==> src/include/ifp_pkg.sv <==
package ifp_pkg;

    // Phase sequence inside one instruction cycle
    typedef enum logic [1:0] {
        PH_ONE   = 2'b00,
        PH_TWO   = 2'b01,
        PH_THREE = 2'b10,
        PH_FOUR  = 2'b11
    } ifp_phase_e;

    // Four phases per instruction cycle
    localparam int unsigned PHASES_PER_CYCLE = 4;

    // Program counter and instruction word layout
    localparam int unsigned PC_W        = 21;
    localparam int unsigned WORD_W      = 16;
    localparam int unsigned LIT_W       = 12;
    localparam int unsigned OFF_W_DFLT  = 11;
    localparam logic [PC_W-2:0] PC_RESET = 20'h0_0000;

    // Second-word marker in the top nibble
    localparam logic [3:0] SECOND_PFX = 4'hF;

    // First-word opcodes of the double-word instructions
    localparam logic [3:0] OPC_FILE_MOVE = 4'hC;
    localparam logic [7:0] OPC_JUMP_ABS  = 8'hEF;
    localparam logic [6:0] OPC_CALL_ABS  = 7'h76;
    localparam logic [7:0] OPC_PTR_LOAD  = 8'hEE;
    localparam logic [1:0] PTR_LOAD_SUB  = 2'h0;

    // Reset word value
    localparam logic [WORD_W-1:0] WORD_ZERO = 16'h0000;

endpackage : ifp_pkg

==> src/rtl/ifp_fetch_pipe.sv <==
`timescale 1ns/1ps

// Summary of operation
// - Input clock divided by four into phases
// - Cycle is phases one to four in order
// - Counter steps at phase one, fetch at four
// - Fetched word enters instruction register at one
// - Operand read phase two, result write four
// - Fetch overlaps execute, one instruction per cycle
// - Branch two cycles, skip two or three over a pair, absolute jump or call three, pairs two, others one
// - Prefetched word flushed as no-op on redirect
// - Byte addressed memory, words on even addresses
// - Counter steps by two, bit zero zero
// - Absolute target loads counter bits 20 to 1
// - Relative offset counted in two-byte words
// - Double-word second word: ones nibble, 12-bit literal
// - Lone ones-nibble word executes as no-op
module ifp_fetch_pipe #(
    parameter int unsigned OFF_W = ifp_pkg::OFF_W_DFLT
) (
    // Clock and reset
    input  wire logic                          clk_i,
    input  wire logic                          srst_i,
    // Program memory
    output logic [ifp_pkg::PC_W-1:0]           pm_addr_o,
    input  wire logic [ifp_pkg::WORD_W-1:0]    pm_data_i,
    // Execute unit flow requests, sampled in phase four
    input  wire logic                          branch_i,
    input  wire logic [OFF_W-1:0]              branch_off_i,
    input  wire logic                          skip_i,
    // Execute side
    output logic [ifp_pkg::WORD_W-1:0]         ir_o,
    output logic                               exec_o,
    output logic                               operand_valid_o,
    output logic [ifp_pkg::LIT_W-1:0]          operand_o,
    output logic                               dm_rd_o,
    output logic                               dm_wr_o,
    // Phase clocks
    output logic                               phase_one_o,
    output logic                               phase_two_o,
    output logic                               phase_three_o,
    output logic                               phase_four_o
);
    import ifp_pkg::*;

    // Offset must fit inside the word counter
    if (OFF_W < 2 || OFF_W > PC_W - 1) begin : g_bad_off
        $error("branch offset width out of range");
    end

    typedef struct packed {
        logic [PC_W-2:0]   pcw;     // Word counter, bit zero implied
        logic              first;   // No step at the first phase one
        logic [WORD_W-1:0] fetch;   // Prefetched word
        logic              fvalid;
        logic [WORD_W-1:0] ir;
        logic [WORD_W-1:0] lead;    // First word of a pending pair
        logic              exec;
        logic              opnd;
        logic              two_pend;
        logic              flush;
        logic              redir;
        logic [PC_W-2:0]   tgt;
        logic              dm_rd;
        logic              dm_wr;
    } ifp_fp_s;

    ifp_fp_s    q, d;
    ifp_phase_e phase;
    logic       valid_w;

    ////////////////////////////////////////////////////////////////////////////
    // Decode helpers

    // True for the first word of any double-word instruction
    function automatic logic is_pair_head(input logic [WORD_W-1:0] w);
        is_pair_head = (w[15:12] == OPC_FILE_MOVE) ||
                       (w[15:8] == OPC_JUMP_ABS) ||
                       (w[15:9] == OPC_CALL_ABS) ||
                       ((w[15:8] == OPC_PTR_LOAD) && (w[7:6] == PTR_LOAD_SUB));
    endfunction : is_pair_head

    // Absolute jump or call heads redirect on their second word
    function automatic logic is_abs_head(input logic [WORD_W-1:0] w);
        is_abs_head = (w[15:8] == OPC_JUMP_ABS) || (w[15:9] == OPC_CALL_ABS);
    endfunction : is_abs_head

    // Relative target: offset in words, so it adds directly to the word counter
    function automatic logic [PC_W-2:0] rel_target(input logic [PC_W-2:0] pcw,
                                                   input logic [OFF_W-1:0] off);
        logic [PC_W-2:0] ext;
        ext        = {{(PC_W-1-OFF_W){off[OFF_W-1]}}, off};
        rel_target = pcw + ext;
    endfunction : rel_target

    ////////////////////////////////////////////////////////////////////////////
    // Phase generator
    ifp_phase_gen u_phase (
        .clk_i         (clk_i),
        .srst_i        (srst_i),
        .phase_o       (phase),
        .phase_one_o   (phase_one_o),
        .phase_two_o   (phase_two_o),
        .phase_three_o (phase_three_o),
        .phase_four_o  (phase_four_o)
    );

    ////////////////////////////////////////////////////////////////////////////
    // Pipeline sequencing; each branch acts on the edge that closes its phase
    always_comb begin
        d       = q;
        valid_w = q.fvalid && !q.flush;
        case (phase)
            PH_ONE: begin
                // Counter steps here, or jumps to a pending target
                if (q.redir) begin
                    d.pcw = q.tgt;
                end else if (!q.first) begin
                    d.pcw = q.pcw + 20'h0_0001;
                end
                d.first = 1'b0;
                d.redir = 1'b0;
                d.flush = 1'b0;
                // Flushed word still loads but never executes
                d.ir    = q.fetch;
                d.opnd  = valid_w && q.two_pend && (q.fetch[15:12] == SECOND_PFX);
                d.exec  = valid_w && (q.fetch[15:12] != SECOND_PFX);
                d.two_pend = d.exec && is_pair_head(q.fetch);
                if (d.two_pend) begin
                    d.lead = q.fetch;
                end
                d.dm_rd = d.exec;
            end
            PH_TWO: begin
                d.dm_rd = 1'b0;
            end
            PH_THREE: begin
                d.dm_wr = q.exec;
            end
            PH_FOUR: begin
                d.dm_wr  = 1'b0;
                // Fetch overlaps the execution of the current word
                d.fetch  = pm_data_i;
                d.fvalid = 1'b1;
                if (q.opnd && is_abs_head(q.lead)) begin
                    d.redir = 1'b1;
                    d.flush = 1'b1;
                    d.tgt   = {q.ir[LIT_W-1:0], q.lead[7:0]};
                end else if (q.exec && !q.two_pend && branch_i) begin
                    d.redir = 1'b1;
                    d.flush = 1'b1;
                    d.tgt   = rel_target(q.pcw, branch_off_i);
                end else if (q.exec && !q.two_pend && skip_i) begin
                    // Skipped word drops out; a lone second word then runs as no-op
                    d.flush = 1'b1;
                end
            end
            default: begin
                d = q;
            end
        endcase
    end

    ////////////////////////////////////////////////////////////////////////////
    // State register; pipeline empty after reset
    always_ff @(posedge clk_i) begin
        if (srst_i) begin
            q.pcw      <= PC_RESET;
            q.first    <= 1'b1;
            q.fetch    <= WORD_ZERO;
            q.fvalid   <= 1'b0;
            q.ir       <= WORD_ZERO;
            q.lead     <= WORD_ZERO;
            q.exec     <= 1'b0;
            q.opnd     <= 1'b0;
            q.two_pend <= 1'b0;
            q.flush    <= 1'b0;
            q.redir    <= 1'b0;
            q.tgt      <= PC_RESET;
            q.dm_rd    <= 1'b0;
            q.dm_wr    <= 1'b0;
        end else begin
            q <= d;
        end
    end

    ////////////////////////////////////////////////////////////////////////////
    // Outputs; byte address with bit zero forced low
    assign pm_addr_o       = {q.pcw, 1'b0};
    assign ir_o            = q.ir;
    assign exec_o          = q.exec;
    assign operand_valid_o = q.opnd;
    assign operand_o       = q.ir[LIT_W-1:0];
    assign dm_rd_o         = q.dm_rd;
    assign dm_wr_o         = q.dm_wr;

endmodule : ifp_fetch_pipe

==> src/rtl/ifp_phase_gen.sv <==
`timescale 1ns/1ps

// Divides the input clock by four into non-overlapping phases
module ifp_phase_gen (
    // Clock and reset
    input  wire logic                clk_i,
    input  wire logic                srst_i,
    // Phase outputs
    output ifp_pkg::ifp_phase_e      phase_o,
    output logic                     phase_one_o,
    output logic                     phase_two_o,
    output logic                     phase_three_o,
    output logic                     phase_four_o
);
    import ifp_pkg::*;

    typedef struct packed {
        ifp_phase_e ph;
        logic [3:0] hot;
    } ifp_pg_s;

    ifp_pg_s q, d;

    ////////////////////////////////////////////////////////////////////////////
    // Next phase; one-hot kept in step so no output has gates after it
    always_comb begin
        d = q;
        case (q.ph)
            PH_ONE: begin
                d.ph = PH_TWO;
            end
            PH_TWO: begin
                d.ph = PH_THREE;
            end
            PH_THREE: begin
                d.ph = PH_FOUR;
            end
            PH_FOUR: begin
                d.ph = PH_ONE;
            end
            default: begin
                d.ph = PH_ONE;
            end
        endcase
        d.hot = 4'h1 << d.ph;
    end

    // Start at phase one after reset
    always_ff @(posedge clk_i) begin
        if (srst_i) begin
            q.ph  <= PH_ONE;
            q.hot <= 4'h1;
        end else begin
            q <= d;
        end
    end

    assign phase_o       = q.ph;
    assign phase_one_o   = q.hot[0];
    assign phase_two_o   = q.hot[1];
    assign phase_three_o = q.hot[2];
    assign phase_four_o  = q.hot[3];

endmodule : ifp_phase_gen

==> config.mk <==
export PLATFORM = sky130hd
export DESIGN_NAME = ifp_fetch_pipe
export DESIGN_NICKNAME = d
export VERILOG_FILES = /design/src/include/ifp_pkg.sv /design/src/rtl/ifp_fetch_pipe.sv /design/src/rtl/ifp_phase_gen.sv
export SDC_FILE = /design/constraint.sdc
export NUM_CORES = 1
export LEC_CHECK = 0
export BUFFER_PORTS_ARGS = -buffer_cell sky130_fd_sc_hd__buf_2
export CELL_PAD_IN_SITES_DETAIL_PLACEMENT = 0
export CELL_PAD_IN_SITES_GLOBAL_PLACEMENT = 1
export CORE_AREA = 8 8 126 128
export CTS_CLUSTER_DIAMETER = 150
export CTS_CLUSTER_SIZE = 16
export DETAILED_ROUTE_END_ITERATION = 16
export DIE_AREA = 0 0 134 136
export PLACE_DENSITY_LB_ADDON = 0.1
export SLEW_MARGIN = 20
export SYNTH_ARGS = -nofsm -noshare
export SYNTH_HDL_FRONTEND = slang
export SYNTH_HIERARCHICAL = 1
export SYNTH_SLANG_ARGS = --single-unit
==> constraint.sdc <==
create_clock -name clk_i -period 2.68 [get_ports clk_i]
set_input_delay 0.268 -clock clk_i [delete_from_list [all_inputs] [get_ports clk_i]]
set_output_delay 0.268 -clock clk_i [all_outputs]
set_load 0.03 [all_outputs]
* After elaboration in Yosys (flattened, before gate mapping)
Index checks and enable logic that the tools add are counted.
** Storage, ports and cells
- Register bits after elaboration :: 103
- Input port bits :: 31
- Logic and storage cells :: 70
** Cells by class
- Add/sub/neg operators :: 2
- Equal/unequal tests :: 14
- Shift operators :: 1
- Multiplexer cells :: 10
- Reductions and logical operators :: 27
** Operators by type and width (count)
- 2-to-1 mux 20 bit :: 2
- == test 8 bit, second input constant :: 3
- 2-to-1 mux 22 bit :: 1
- 2-to-1 mux 21 bit :: 1
- adder 20 x 1 -> 20 bit, second input constant :: 1
- adder 20 bit :: 1
- == test 7 bit, second input constant :: 2
- logical AND 1 bit :: 10
- AND reduction 2 bit :: 5
- == test 4 bit, second input constant :: 2
- != test 4 bit, second input constant :: 2
- case mux 2 bit (4 select lines) :: 1
- nonzero test 2 bit :: 4
- == test 2 bit, second input constant :: 2
- logical NOT 2 bit :: 2
- logical OR 1 bit :: 4
- case mux 1 bit (2 select lines) :: 2
- case mux 2 bit (2 select lines) :: 1
- left shift 1 x 2 -> 4 bit, first input constant :: 1
- != test 3 bit, second input constant :: 1
- == test 2 x 1 -> 1 bit, second input constant :: 1
- logical NOT 1 bit :: 2
- 2-to-1 mux 1 bit :: 2
- != test 2 bit, second input constant :: 1

* Logic depth before layout (Yosys ltp)
- Depth in word-level cells :: 7
- Depth in mapped cells :: 10

* By module
Netlist, hierarchy kept.
** By module, submodules not included
- ifp_fetch_pipe :: instances 1, cells an instance 681, area an instance 5617.9 µm², sequential area each 1941.9 µm²
- ifp_phase_gen :: instances 1, cells an instance 19, area an instance 215.2 µm², sequential area each 120.1 µm²

* Worst setup path before layout
OpenSTA, ideal clock, no wires.
- Path type :: register to register
- From :: register q (netlist bit pm_addr_o[1])
- To :: register q[16] in the netlist's numbering
- Arrival time :: 2.235 ns
- Slack :: 0.364 ns
- Cell stages (with the launch flop) :: 10
- Path buffers :: 0
- Period minus slack after synthesis :: 2.316 ns
- Cell sequence :: dfxtp_1 -> ha_1 -> inv_1 -> fa_1 -> nor2b_1 -> o2111ai_1 -> a21o_1 -> o21a_1 -> or3_1 -> a41oi_1
** On the way
- Longest elaborated chain between the ends :: 3
** Ends and longest elaborated chain
- from (decl) :: line ifp_fetch_pipe.sv:68 : ifp_fp_s q, d;
- adder 20 bit :: line ifp_fetch_pipe.sv:93 : rel_target = pcw + ext;
- 2-to-1 mux 21 bit :: line ifp_fetch_pipe.sv:149 : end else if (q.exec && !q.two_pend && branch_i) begin
- 2-to-1 mux 22 bit :: line ifp_fetch_pipe.sv:145 : if (q.opnd && is_abs_head(q.lead)) begin
Every way passes these cells. The select of a mux whose other input is x is not followed.
A chain may end at the register's enable or synchronous reset.

* Worst setup path after layout
Ends and elaborated chain as after synthesis.

==> results.md <==
* Routability cong. at 0.864
* RSZ-0062 raised after global routing: false
* FF+latch area at about 0.0021 mm2
* Fin crit share at 93.8%
* Post-CTS Setup Bufs at 0
* Gate Count Post-Synth at 700
* Synth Register Bits at around 100
* CTS Root Cell: clkbuf_16
* Setup crit start kind: flip-flop
* Clock sink total at 103
* Multi-input logic area at ~0.0032 mm2
* TritonRoute pass-1 iters at 4
* Util after Layout at 46.2%
* Met2 Track Usage GR at 28.3%
* Met1 Track Usage GR at 24.0%
* GRT Overall Usage at between 10% and 20%
* H-tree Lvls at 3
* Via density at around 5.5
* Setup violators final at 0
* Status: finished clean
* Top Usage Layer GRT: met2
* Setup TNS at 0 ps
* Worst Skew at 10.2 ps
* CTS buffer count at 9
* Final hold violation count at 0
* I/O Buffers at 86
* Synth top area share at 35.3%
* Synth Flop Type: dfxtp_1
* Met3 usage in global routing at a little over 3%
* Max VDD drop at between 0.0003 and 0.0004 V
* Vias in the first global route at ~4.9k
* Antenna cell count at 0
* Core Area at ~0.014 mm2
* Bufs on Longest Clock Path at 2
* Die height at about 140 um
* Worst Hold Class: input pin to flip-flop
* MaxCap Viol Count at 0
* Int Pwr at ~2.7 mW
* Detail Route Antenna Nets at 0
* Slew Limit Fails at 0
* Count of yosys warnings during synthesis at 6
* Gates resized, CTS repair at 0
* Fill count at 1408
* Mapped cell area at just under 0.006 mm2
* Lkg Pwr at 2.89 nW
* Critical Path RT at 2960 ps
* Starting Density at about two fifths
* I/O pin total at 88
* Syn nets at 759
* First-pass GRT wire length at roughly 26000 um
* Finished Cell Area at roughly 0.0065 mm2
* Cell area after placement at between 0.006 and 0.007 mm2
* DRC at 0
* Endpoint type of the worst setup path: flip-flop
* Worst-margin pin slew at between 600 and 700 ps
* Synth unique cells at 68
* Sequential area share after synthesis at 35.3%
* CP max FO at 5
* Post-cts hold buffer count at 0
* Switching Share at between 30% and 40%
* Asr flop ratio synth at 0%
* Die area at 0.0182 mm2
* Worst relative slew slack at ~56%
* Clock Latency Late Sink at between 300 and 400 ps
* Area contributors post-synth: dfxtp_1 (35%), mux2i_1 (8.4%), buf_4 (6.3%), ha_1 (5.8%), nor2_1 (5.6%)
* DR iter-0 viols at about 250
* Crit Path Class: flip-flop to flip-flop
* Area growth syn-to-layout at 11.3%
* Die X at between 100 and 150 um
* Syn Area/Cell at roughly 8.3 um2
* Synth area leader: dfxtp_1
* HPWL Detailed at about 12000 um
* WL final at ~16000 um
* Clk pwr share at 36.1%
* Largest net degree at the start of global routing at about 90
* Tmin final at roughly 2500 ps
* Initial antenna violation count at 0
* Sequential fraction of design power at roughly 43%
* PwrDens at 606 mW/mm2
* DR vias at around 5k
* Combinational Power Share at a little over a fifth
* Clk slew on worst S/H paths at roughly 80 ps
* Row cnt at 44
* Number of synthesized flops with an enable pin at 0
* Nets at 795
* Total gr overflow at 0
* WL/cell at approximately 18 um
* Fmax at ~400 MHz
* Worst path arrival time at between 2000 and 3000 ps
* CTS tree: done
* Share of cells above drive strength 1 at between 10% and 20%
* Sw power at around 1.3 mW
-- sequential cells by signal (all words and copies together), names as in the netlist --
signal,flops
q,57
pm_addr_o,20
ir_o,16
u_phase/phase_o,2
dm_rd_o,1
dm_wr_o,1
exec_o,1
operand_valid_o,1
u_phase/phase_four_o,1
u_phase/phase_one_o,1
u_phase/phase_three_o,1
u_phase/phase_two_o,1
-- stage by stage --
stage / setup slack, ps / cells / hold WS [ps] / power [mW]
floorplan: 364 / 700 / 340 / 2.30
global placement: 293 / 909 / 433 / 2.54
detailed placement: 199 / 909 / 440 / 2.55
CTS: 189 / 925 / 131 / 3.98
global route: 8.16 / 925 / 150 / 4.12
finish: 165 / 925 / 139 / 3.93
-- worst max-delay path: stages (launching register included) --
cell and delay, ps:
dfxtp_1 330, ha_1 190, inv_1 70, fa_1 390
nor2b_1 200, o2111ai_1 250, a21o_1 290, o21a_1 190
or3_1 320, a41oi_1 210
-- logic make-up after synthesis --
kind of cell	Yosys count	synth area share (%)
buffers and inverters	103	9.91
other	1	0.0643
AO/OA/AOI/OAI	176	19.6
flip-flops	103	35.3
multiplexers	50	8.60
XOR/XNOR	7	1.05
adder cells (fa/ha/maj)	28	6.13
AND/OR/NAND/NOR	232	19.3
-- routing by layer --
layer / vias to the layer above / wire length, um
li1: 2533 / -
met1: 2377 / 7760
met2: 135 / 7380
met3: 17 / 824
met4: 0 / 285
met5: - / 0
-- layout by cell type (no fill, tap or decap), types with 21 or more instances in the layout --
master and instances:
buf_4 22, ha_1 27, nand3_1 22, a21oi_1 46, buf_2 86, o21ai_0 38
dfxtp_1 103, nor2_1 87, nand2_1 39, nor3_1 21, mux2i_1 49
-- Yosys cell counts, types with 4 or more instances --
master and number:
inv_1 18, buf_2 6, nand3b_1 4, ha_1 27, nand3_1 22, xnor2_1 5
o21a_1 4, nor2b_1 5, nand4_1 7, mux2i_1 49, o21ai_0 38, buf_1 6
a21o_1 12, o22ai_1 8, nor3_1 21, o211ai_1 5, buf_4 49, nor2_1 87
and3_1 16, a21oi_1 46, clkbuf_1 23, and2_1 7, a211oi_1 18, a31oi_1 8
dfxtp_1 103, nand2_1 39
-- final cells by class --
| cell class | count | area share (%) |
|---|---|---|
| clock buffer | 9 | 3.47 |
| tap | 184 | 3.55 |
| timing repair buffer | 109 | 9.49 |
| clock inverter | 7 | 1.33 |
| inverter | 19 | 1.10 |
| multi-input combinational | 494 | 49.3 |
| sequential | 103 | 31.8 |
-- power groups by stage --
stage	Sequential, mW	Clock, mW	Combinational (mW)
after floorplan	1.73	0	0.573
after global placement	1.71	0	0.838
after detailed placement	1.71	0	0.846
after CTS	1.67	1.46	0.850
after global routing	1.68	1.51	0.920
final	1.67	1.42	0.844
-- worst paths after layout --
kind,cells past startpoint,slack (ps),end,from
setup / recovery,9,160,q[16],pm_addr_o[1]
hold / removal,3,140,q[63],pm_data_i[3]
setup reg to reg,9,160,q[16],pm_addr_o[1]
hold reg to reg,2,450,q[42],q[42]
Power figures use the tool's default switching activity.
